File: config.mk
export PLATFORM = sky130hd
export DESIGN_NAME = arc_regs
export DESIGN_NICKNAME = d
export VERILOG_FILES = /design/src/verilog/arc_pkg.sv /design/src/verilog/arc_compare.sv /design/src/verilog/arc_clock_gen.sv /design/src/verilog/arc_regs.sv
export SDC_FILE = /design/constraint.sdc
export NUM_CORES = 1
export LEC_CHECK = 0
export ABC_AREA = 1
export BUFFER_PORTS_ARGS = -buffer_cell sky130_fd_sc_hd__buf_4
export CORE_ASPECT_RATIO = 1.1
export CORE_MARGIN = 3
export CORE_UTILIZATION = 25
export DETAILED_ROUTE_END_ITERATION = 12
export GPL_TIMING_DRIVEN = 0
export PLACE_DENSITY = 0.49
export SLEW_MARGIN = 20
export SYNTH_ARGS = -nofsm -noshare
export SYNTH_HDL_FRONTEND = slang
export SYNTH_SLANG_ARGS = --single-unit
File: constraint.sdc
create_clock -name ref_clk -period 3 [get_ports ref_clk]
set_input_delay 0.6 -clock ref_clk [delete_from_list [all_inputs] [get_ports ref_clk]]
set_output_delay 0.6 -clock ref_clk [all_outputs]
set_load 0.05 [all_outputs]
File: src/verilog/arc_pkg.sv
// Package with register map, field layout and types of the converter registers.
package arc_pkg;
  localparam logic [11:0] ARC_OFS_RESULT_HIGH = 12'h000;
  localparam logic [11:0] ARC_OFS_RESULT_LOW  = 12'h004;
  localparam logic [11:0] ARC_OFS_CMP_HIGH    = 12'h008;
  localparam logic [11:0] ARC_OFS_CMP_LOW     = 12'h00C;
  localparam logic [11:0] ARC_OFS_CONFIG      = 12'h010;
  localparam logic [11:0] ARC_OFS_PIN_SEL     = 12'h014;
  localparam logic [11:0] ARC_OFS_CMP_CTRL    = 12'h018;

  localparam int ARC_CFG_LOW_POWER_BIT = 7;
  localparam int ARC_CFG_DIV_LSB       = 5;
  localparam int ARC_CFG_LONG_SMP_BIT  = 4;
  localparam int ARC_CFG_MODE_LSB      = 2;
  localparam int ARC_CFG_ICLK_LSB      = 0;
  localparam int ARC_CTRL_ENABLE_BIT   = 0;
  localparam int ARC_CTRL_GE_BIT       = 1;

  localparam logic [7:0] ARC_RST_CONFIG  = 8'h00;
  localparam logic [7:0] ARC_RST_CMP     = 8'h00;
  localparam logic [7:0] ARC_RST_PIN_SEL = 8'h00;
  localparam logic [7:0] ARC_RST_RESULT  = 8'h00;
  localparam logic [1:0] ARC_RST_CTRL    = 2'h0;

  typedef enum logic [1:0] {
    ARC_MODE_8BIT  = 2'b00,
    ARC_MODE_RSV1  = 2'b01,
    ARC_MODE_10BIT = 2'b10,
    ARC_MODE_RSV3  = 2'b11
  } arc_mode_t;

  typedef enum logic [1:0] {
    ARC_CLK_BUS      = 2'b00,
    ARC_CLK_BUS_DIV2 = 2'b01,
    ARC_CLK_ALT      = 2'b10,
    ARC_CLK_ASYNC    = 2'b11
  } arc_clk_src_t;

  typedef enum logic [1:0] {
    ARC_LOCK_OPEN = 2'b00,
    ARC_LOCK_HELD = 2'b01
  } arc_lock_t;

  typedef struct packed {
    logic         low_power_select;
    logic [1:0]   clock_divide_select;
    logic         long_sample_select;
    arc_mode_t    mode;
    arc_clk_src_t input_clock_select;
  } arc_cfg_t;

  typedef struct packed {
    logic       valid;
    logic [9:0] value;
  } arc_sample_t;

  // Divide ratio decoded from the two-bit divide field.
  function automatic logic [3:0] arc_div_ratio(input logic [1:0] sel);
    arc_div_ratio = 4'h1 << sel;
  endfunction
endpackage

File: src/verilog/arc_compare.sv
// Compare unit deciding whether a finished conversion may be stored.
`timescale 1ns/1ps
`default_nettype none
module arc_compare
  import arc_pkg::*;
(
  input  wire logic       enable,
  input  wire logic       greater_equal,
  input  wire arc_mode_t  mode,
  input  wire logic [9:0] result,
  input  wire logic [1:0] cmp_high,
  input  wire logic [7:0] cmp_low,
  output logic            store_ok
);
  wire        is_10bit = (mode == ARC_MODE_10BIT);
  // Upper bits join the compare only in 10-bit mode.
  wire [9:0]  lhs = is_10bit ? result : {2'b00, result[7:0]};
  wire [9:0]  rhs = is_10bit ? {cmp_high, cmp_low} : {2'b00, cmp_low};
  wire        ge  = (lhs >= rhs);
  wire        hit = greater_equal ? ge : !ge;
  assign store_ok = !enable || hit;
endmodule // arc_compare
`default_nettype wire

File: src/verilog/arc_clock_gen.sv
// Converter clock enable generator from source select and divider.
`timescale 1ns/1ps
`default_nettype none
module arc_clock_gen
  import arc_pkg::*;
(
  input  wire logic         ref_clk,
  input  wire logic         srst,
  input  wire arc_clk_src_t input_clock_select,
  input  wire logic [1:0]   clock_divide_select,
  input  wire logic         alternate_clock,
  input  wire logic         internal_async_clock,
  output logic              converter_clock
);
  logic       half;
  logic [2:0] count;
  logic       alt_q;
  logic       async_q;
  logic       conv;

  // Sources are sampled as ordinary inputs; each rising edge is one tick.
  wire alt_tick   = alternate_clock && !alt_q;
  wire async_tick = internal_async_clock && !async_q;
  wire src_tick   = (input_clock_select == ARC_CLK_BUS)      ? 1'b1 :
                    (input_clock_select == ARC_CLK_BUS_DIV2) ? half :
                    (input_clock_select == ARC_CLK_ALT)      ? alt_tick :
                                                               async_tick;
  wire [3:0] ratio = arc_div_ratio(clock_divide_select);
  wire       wrap  = ({1'b0, count} == ratio - 4'h1);

  always_ff @(posedge ref_clk)
  begin
    if (srst)
    begin
      half    <= 1'b0;
      count   <= 3'h0;
      alt_q   <= 1'b0;
      async_q <= 1'b0;
      conv    <= 1'b0;
    end
    else
    begin
      half    <= !half;
      alt_q   <= alternate_clock;
      async_q <= internal_async_clock;
      conv    <= src_tick && wrap;
      if (src_tick)
        count <= wrap ? 3'h0 : count + 3'h1;
    end
  end
  assign converter_clock = conv;
endmodule // arc_clock_gen
`default_nettype wire

File: src/verilog/arc_regs.sv
// Converter result, compare and configuration registers behind APB.
//
// Contract
// The low result holds result bits 7 to 0, the whole result in 8-bit mode.
// Results load at each completion unless compare is on and its test fails.
// In 10-bit mode a high-result read blocks loads until a low-result read.
// Completions arriving while blocked are dropped.
// In 8-bit mode there is no interlock and every result may load.
// Software treats the low result as invalid after a width change.
// Compare-high bits join the compare only in 10-bit mode.
// Compare-low bits are tested against result bits 7 to 0 in both modes.
// Config bit 7 selects high speed (0) or low power (1).
// Config bits 6:5 divide the input clock by 1, 2, 4 or 8.
// Config bit 4 selects short (0) or long (1) sampling.
// Config bits 3:2 select 8-bit (00) or 10-bit (10); others reserved.
// Config bits 1:0 select bus, bus/2, alternate or internal clock.
// Pin select bit n takes channel n's pin from the port when set.
// A selected pin is tri-stated, input and pullup off, port reads zero.
// After reset the input clock selection is the bus clock.
// The store decision uses the compare at the selected result width.
//
// Design decisions made here: the register addresses and register access over APB.
`timescale 1ns/1ps
`default_nettype none
module arc_regs
  import arc_pkg::*;
(
  input  wire logic        ref_clk,
  input  wire logic        srst,
  input  wire logic        psel,
  input  wire logic        penable,
  input  wire logic        pwrite,
  input  wire logic [11:0] paddr,
  input  wire logic [31:0] pwdata,
  output logic             pready,
  output logic [31:0]      prdata,
  output logic             pslverr,
  input  wire arc_sample_t conv_done,
  input  wire logic        alternate_clock,
  input  wire logic        internal_async_clock,
  output logic             converter_clock,
  output arc_cfg_t         config_out,
  output logic [7:0]       port_out_en,
  input  wire logic [7:0]  port_out_en_req,
  output logic [7:0]       port_in_en,
  output logic [7:0]       port_pullup_en,
  input  wire logic [7:0]  port_pullup_req,
  input  wire logic [7:0]  port_pin_in,
  output logic [7:0]       port_read
);
  arc_cfg_t    cfg;
  logic [7:0]  result_low;
  logic [1:0]  result_high;
  logic [7:0]  compare_value_high;
  logic [7:0]  compare_value_low;
  logic [7:0]  analog_pin_select_low;
  logic [1:0]  cmp_ctrl;
  arc_lock_t   lock;
  arc_lock_t   next_lock;
  logic [31:0] rdata;
  logic        store_ok;

  // Decode of the APB access phase.
  wire access = psel && penable;
  wire wr     = access && pwrite;
  wire rd     = access && !pwrite;
  wire hit_rh = (paddr == ARC_OFS_RESULT_HIGH);
  wire hit_rl = (paddr == ARC_OFS_RESULT_LOW);
  wire hit_ch = (paddr == ARC_OFS_CMP_HIGH);
  wire hit_cl = (paddr == ARC_OFS_CMP_LOW);
  wire hit_cf = (paddr == ARC_OFS_CONFIG);
  wire hit_ps = (paddr == ARC_OFS_PIN_SEL);
  wire hit_cc = (paddr == ARC_OFS_CMP_CTRL);
  wire mapped = hit_rh | hit_rl | hit_ch | hit_cl | hit_cf | hit_ps | hit_cc;

  wire is_10bit   = (cfg.mode == ARC_MODE_10BIT);
  wire rd_high    = rd && hit_rh;
  wire rd_low     = rd && hit_rl;
  wire blocked    = is_10bit && (lock == ARC_LOCK_HELD);
  // A completion is dropped outright while blocked, not held back.
  wire load       = conv_done.valid && store_ok && !blocked;

  arc_compare i_arc_compare (
    .enable        (cmp_ctrl[ARC_CTRL_ENABLE_BIT]),
    .greater_equal (cmp_ctrl[ARC_CTRL_GE_BIT]),
    .mode          (cfg.mode),
    .result        (conv_done.value),
    .cmp_high      (compare_value_high[1:0]),
    .cmp_low       (compare_value_low),
    .store_ok      (store_ok)
  );

  arc_clock_gen i_arc_clock_gen (
    .ref_clk              (ref_clk),
    .srst                 (srst),
    .input_clock_select   (cfg.input_clock_select),
    .clock_divide_select  (cfg.clock_divide_select),
    .alternate_clock      (alternate_clock),
    .internal_async_clock (internal_async_clock),
    .converter_clock      (converter_clock)
  );

  // Lock: set by a high read in 10-bit mode, released by a low read.
  always_comb
  begin
    next_lock = lock;
    unique case (lock)
      ARC_LOCK_OPEN:
        if (rd_high && is_10bit && !rd_low)
          next_lock = ARC_LOCK_HELD;
      ARC_LOCK_HELD:
        if (rd_low || !is_10bit)
          next_lock = ARC_LOCK_OPEN;
      default:
        next_lock = ARC_LOCK_OPEN;
    endcase
  end

  always_ff @(posedge ref_clk)
  begin
    if (srst)
      lock <= ARC_LOCK_OPEN;
    else
      lock <= next_lock;
  end

  always_ff @(posedge ref_clk)
  begin
    if (srst)
    begin
      result_low  <= ARC_RST_RESULT;
      result_high <= ARC_RST_RESULT[1:0];
    end
    else if (load)
    begin
      result_low  <= conv_done.value[7:0];
      result_high <= is_10bit ? conv_done.value[9:8] : 2'b00;
    end
  end

  always_ff @(posedge ref_clk)
  begin
    if (srst)
    begin
      cfg                   <= arc_cfg_t'(ARC_RST_CONFIG);
      compare_value_high    <= ARC_RST_CMP;
      compare_value_low     <= ARC_RST_CMP;
      analog_pin_select_low <= ARC_RST_PIN_SEL;
      cmp_ctrl              <= ARC_RST_CTRL;
    end
    else if (wr)
    begin
      if (hit_cf)
        cfg <= arc_cfg_t'(pwdata[7:0]);
      if (hit_ch)
        compare_value_high <= {6'h00, pwdata[1:0]};
      if (hit_cl)
        compare_value_low <= pwdata[7:0];
      if (hit_ps)
        analog_pin_select_low <= pwdata[7:0];
      if (hit_cc)
        cmp_ctrl <= pwdata[1:0];
    end
  end

  // Read multiplexer; unmapped addresses read zero with an error.
  wire [31:0] mux_rd =
    hit_rh ? {30'h0, result_high} :
    hit_rl ? {24'h0, result_low} :
    hit_ch ? {24'h0, compare_value_high} :
    hit_cl ? {24'h0, compare_value_low} :
    hit_cf ? {24'h0, cfg} :
    hit_ps ? {24'h0, analog_pin_select_low} :
    hit_cc ? {30'h0, cmp_ctrl} : 32'h0;

  always_ff @(posedge ref_clk)
  begin
    if (srst)
      rdata <= 32'h0;
    else if (psel && !penable && !pwrite)
      rdata <= mux_rd;
  end

  assign pready  = 1'b1;
  assign pslverr = access && !mapped;
  assign prdata  = rdata;

  assign config_out     = cfg;
  assign port_out_en    = port_out_en_req & ~analog_pin_select_low;
  assign port_in_en     = ~analog_pin_select_low;
  assign port_pullup_en = port_pullup_req & ~analog_pin_select_low;
  assign port_read      = port_pin_in & ~analog_pin_select_low;
endmodule // arc_regs
`default_nettype wire

======== Word level (Yosys, flattened, before mapping) ========
Cells that the tools add are included.
Widths: inputs -> output; s select.
storage, ports and cells
  register bits ........................... 79
  word-level logic and storage cells ...... 101
operators by class
  add/subtract/negate cells ............... 2
  order comparisons ....................... 1
  eq/ne operators ......................... 13
  shifts and indexed selects .............. 1
  muxes and demuxes ....................... 18
  bitwise logic cells ..................... 10
  reductions and logical operators ........ 38
operators by type and width
  kind                 number
  $mux 8               6
  $eq 12x5->1 const B  3
  $and 8x8->8          3
  $eq 12x4->1 const B  2
  $mux 10              2
  $logic_and 1x1->1    16
  $eq 12x3->1 const B  1
  $logic_not 12->1     1
  $reduce_and 2->1     6
  $logic_not 1->1      11
  $ge 10x10->1         1
  $mux 2               4
  $not 8->8            1
  $or 1x1->1           6
  $eq 2x1->1 const B   2
  $eq 2x2->1 const B   2
  $eq 3x4->1           1
  $logic_not 2->1      2
  $mux 1               4
  $pmux 2 s2           1
  $shl 1x2->4 const A  1
  $sub 4x1->4 const B  1
  $add 3x1->3 const B  1
  $mux 3               1
  3 further kinds      4

======== Logic depth before layout (Yosys ltp) ========
  word-level depth ........................ 9
  gate-level depth with buffers ........... 16
  mapped depth without buffers ............ 16

======== Hierarchy ========
A second synthesis with hierarchy kept.
unflattened totals
  cells, all modules ...................... 504
  area, all modules ....................... 3303.2 sq um
modules (own cells, without submodules)
  module         times used  cells each  area an instance (sq um)
  arc_regs       1           392         2625.0
  arc_clock_gen  1           56          355.3
  arc_compare    1           56          322.8

======== Least setup slack after synthesis ========
OpenSTA, ideal clock, no wires.
  path type ............................... input to output
  from .................................... input paddr[9]
  to ...................................... output pslverr
  arrival ................................. 2.547 ns
  slack ................................... -0.147 ns
  stages on the path ...................... 6
  buffers on the path ..................... 0
  path through ............................ nor2_2 nand2_4 nor2_8 nand2_1 inv_1 nor4_1
between the ends
  cells in the longest elaborated chain, start to end .. 9
  elaborated cells between the ends (all ways) .. 15
  classes of those cells .................. 6 x eq/ne; 6 x bitwise; 3 x reduce/logical
ends and longest elaborated chain
  element                                                 RTL line                        text
  from (decl)                                             arc_regs.sv:33                  input wire logic [11:0] paddr,
  $eq 12x3->1 / $logic_not 12->1 (equally long branches)  arc_regs.sv:68, arc_regs.sv:67
  $or 1x1->1 (5 in series)                                arc_regs.sv:74                  wire mapped = hit_rh | hit_rl | hit_ch | hit_cl | hit_cf | hit_ps | hit_cc;
  $or 1x1->1 (*)                                          arc_regs.sv:74
  $logic_not 1->1 (*)                                     arc_regs.sv:185                 assign pslverr = access && !mapped;
  $logic_and 1x1->1 (*)                                   arc_regs.sv:185
  to (decl)                                               arc_regs.sv:37                  output logic pslverr,
Every way passes the cells marked *; elsewhere a longest branch is shown, timed or not.

======== Final worst setup path ========
  from .................................... register cfg (netlist bit config_out[3])
  to ...................................... register result_high[0]
between the ends
  cells in the longest elaborated chain, start to end .. 8
  elaborated cells between the ends (all ways) .. 12
  classes of those cells .................. 1 x order compare; 1 x eq/ne; 4 x mux; 6 x reduce/logical
ends and longest elaborated chain
  element                              RTL line           text
  from (decl)                          arc_regs.sv:51     arc_cfg_t cfg;
  from (signal assigned)               arc_regs.sv:145    cfg <= arc_cfg_t'(ARC_RST_CONFIG);
  from (signal assigned)               arc_regs.sv:154    cfg <= arc_cfg_t'(pwdata[7:0]);
  $eq 2x2->1 (*)                       arc_compare.sv:15  wire is_10bit = (mode == ARC_MODE_10BIT);
  $mux 10 (*)                          arc_compare.sv:17  wire [9:0] lhs = is_10bit ? result : {2'b00, result[7:0]};
  net i_arc_compare.lhs[9]             arc_compare.sv:17
  $ge 10x10->1 (*)                     arc_compare.sv:19  wire ge = (lhs >= rhs);
  $logic_not 1->1                      arc_compare.sv:20  wire hit = greater_equal ? ge : !ge;
  $mux 1 (*)                           arc_compare.sv:20
  $logic_or 1x1->1 (*)                 arc_compare.sv:21  assign store_ok = !enable || hit;
  $logic_and 1x1->1 (*) (2 in series)  arc_regs.sv:81     wire load = conv_done.valid && store_ok && !blocked;
  to (signal assigned)                 arc_regs.sv:132    result_high <= ARC_RST_RESULT[1:0];
  to (signal assigned)                 arc_regs.sv:137    result_high <= is_10bit ? conv_done.value[9:8] : 2'b00;
  to (decl)                            arc_regs.sv:53     logic [1:0] result_high;
Mark *: on every way through the listed nets, which the timed path passes. The rest lies on a longest branch.
A chain may end at the register's enable or synchronous reset.

==> summary.txt <==
Place
  • Post-DP HPWL: 8600 um
  • Final Wtd Congestion: ~0.84
  • Buffers added on ports: 111

Timing
  • Peak Freq: 0.423 GHz
  • Fin Setup TNS: 0 ns
  • Unrepaired setup endpoints after global routing: false
  • Final hold viol count: 0
  • Actual slew at the worst max-slew pin: 0.553 ns
  • Relative slew slack: around 63%
  • Max Slew Vio Count: 0
  • Setup violations, final: 0
  • Layout Skew: 0.00731 ns
  • Worst hold margin: 0.408 ns
  • Minimum clock period after layout: between 2 and 2.5 ns
  • Period Utilization, post-route: 78.8%

Layout
  • Commonest non-fill, non-tap cells in the layout: 136 x buf_4, 88 x nand2_1, 84 x inv_1
  • Most common cell after layout, fill and taps aside: buf_4
  • Storage cell area: 1080 sq um
  • Fillers: 1388
  • Area delta synth->final: 39.0%
  • NumNets Final: 728
  • Multi-input gate area: between 1500 and 2000 sq um
  • Final core occ: approximately 36%
  • Antenna cell count: 0
  • Layout cell share with drive strength beyond 1: 27.8%

Synthesis
  • Register area share after synthesis: 32.6%
  • Yosys warns: 0
  • Netlist cell types: 39
  • Synthesized cell area: 3310 sq um
  • Post-synth top flop: dfxtp_1
  • Syn Inst Count: 490
  • Syn_area_per_cell: between 6 and 7 sq um
  • Seq cells post-synth: 54
  • EDFF count, synth: 0
  • Synth async-reset ratio: 0%

Critical path
  • Critical path class: reg2reg
  • Crit path cell chain: inv_1 -> nor2_2 -> inv_1 -> nor2_1 -> ha_1 -> nand2_1 -> inv_1 -> a21oi_1 -> nand4_1 -> nand2_1 -> nand3_4 -> buf_6 -> a21oi_1 -> nor2_1
  • CP peak stage delay: 0.35 ns
  • Worst path arrival time: between 2 and 3 ns
  • Slowest CP cell: dfxtp_1
  • Worst endpoint required time: 3.19 ns
  • Worst setup EP type: flip-flop
  • Crit-path leading delay family: simple AND/OR/NAND/NOR gates
  • Worst path bufs/invs: 4
  • CP max FO: 10
  • CP startpoint kind: flip-flop
  • Most frequent CP cell: inv_1

Route
  • Residual DRC: 0
  • Total wire length: ~10000 um
  • Initial DRC Count: around 160
  • First-pass iteration count of the detailed router: 4
  • Via count: roughly 3400
  • Routed Antenna Nets: 0
  • Via/cell ratio: roughly 4.3
  • Wire per inst: between 10 and 15 um

Run
  • Max cap viols: 0

Clock network
  • Post-CTS resize count: 0
  • CTS tree: built
  • H-tree depth: 2
  • Setup bufs post-CTS: 0
  • CTS buffer count: 5
  • Cts hold-fix bufs: 0
  • CTS Root Cell: clkbuf_16
  • CTS clk-pin slew, worst paths: 0.07 ns
  • CTS Sinks: 54
  • Clock latency on the worst-skew pair: around 0.3 ns
  • Clock buffer depth: 2

Floorplanning
  • Initial Util: 25.9%
  • Die span in x: 116 um
  • Number of core rows: 43
  • Die Footprint: 14700 sq um
  • Die height: 127 um
  • Core ar.: 12800 sq um
  • Ports: 161

Power
  • Total chip power: 1.81 mW
  • LEAKAGE: around 2.3 nW
  • Max rail drop VDD: 0.202 mV
  • Power Dens Cells: around 400 nW/um^2

Global routing
  • Gr usage total: between 10% and 20%
  • Antenna violations before repair: 0
  • Vias in the first global route: 3145
  • Maximum number of pins on one net before global-route repair: 18
  • GR Overflow Total: 0
  • First-pass GRT wire length: 15500 um

Outcome
  • Status: completed

Worst hold path
  • HP Class: reg2reg
path summary, 6_finish.rpt:
kind                   startpoint                    to  slack, ns  cells past startpoint
min          i_arc_clock_gen.half  i_arc_clock_gen.half       0.41                      1
max reg2reg         config_out[3]        result_high[0]       0.63                     14
min reg2reg  i_arc_clock_gen.half  i_arc_clock_gen.half       0.41                      1
max                 config_out[3]        result_high[0]       0.63                     14
state kept, by name, summed over array words and instances (netlist names):
name                             flops
i_arc_clock_gen.count                3
config_out                           8
i_arc_clock_gen.async_q              1
i_arc_clock_gen.converter_clock      1
prdata                               8
result_high                          2
i_arc_clock_gen.alt_q                1
result_low                           8
analog_pin_select_low                8
compare_value_low                    8
lock                                 1
compare_value_high                   2
cmp_ctrl                             2
i_arc_clock_gen.half                 1
Yosys cell counts (3+ instances only):
master	number	area [sq um]
nand2_1	88	330
inv_1	84	315
nor2_1	61	229
dfxtp_1	54	1080
a21oi_1	48	240
o21ai_0	28	140
buf_4	25	188
nand3_1	21	105
ha_1	11	138
nand3b_1	7	52.6
nor2_2	7	43.8
nand4_1	6	37.5
o2111ai_1	6	52.6
clkbuf_1	4	15.0
nand2_2	3	18.8
nand3_2	3	30.0
o21ai_1	3	15.0
report_power, final:
part / switching [mW] / internal (mW)
Clock: 0.274 / 0.394
Combinational: 0.254 / 0.142
Sequential: 0.0106 / 0.733
Total: 0.538 / 1.27
stage by stage:
| step | instance area, sq um | setup slack [ns] | std cells |
|---|---|---|---|
| 4_1_cts | 4610 | 0.595 | 789 |
| 6_report | 4610 | 0.635 | 789 |
| 5_1_grt | 4610 | 0.298 | 789 |
| 3_5_place_dp | 4440 | 0.613 | 781 |
| 3_3_place_gp | 4440 | 0.654 | 781 |
| 2_1_floorplan | 3410 | 0.419 | 513 |
final cells by class:
class / instances / area share (%)
inverter: 86 / 7.01
timing repair buffer: 111 / 18.1
tap: 157 / 4.26
multi-input combinational: 338 / 38.2
clock inverter: 3 / 0.978
sequential: 54 / 23.5
buffer: 35 / 5.27
clock buffer: 5 / 2.72
cell families (layout without fill, tap and decap cells):
kind of cell | after synthesis | after routing | synth area share (%)
simple gates | 208 | 208 | 30.1
buf+inv | 121 | 240 | 17.1
compound gates | 92 | 92 | 15.3
flops | 54 | 54 | 32.6
fa+ha+maj | 11 | 11 | 4.15
other cells | 2 | 25 | 0.227
xor+xnor | 1 | 1 | 0.264
mux | 1 | 1 | 0.302
per-layer routing:
| metal | GRT usage (%) | up-vias | wire length (um) |
|---|---|---|---|
| met3 | 2.00 | 6 | 553 |
| met4 | 4.30 | 0 | 162 |
| met1 | 16.1 | 1465 | 4430 |
| met5 | 0 | - | 0 |
| met2 | 23.8 | 107 | 5030 |
| li1 | - | 1786 | - |
Note: power is estimated with default switching activity, not from simulation.
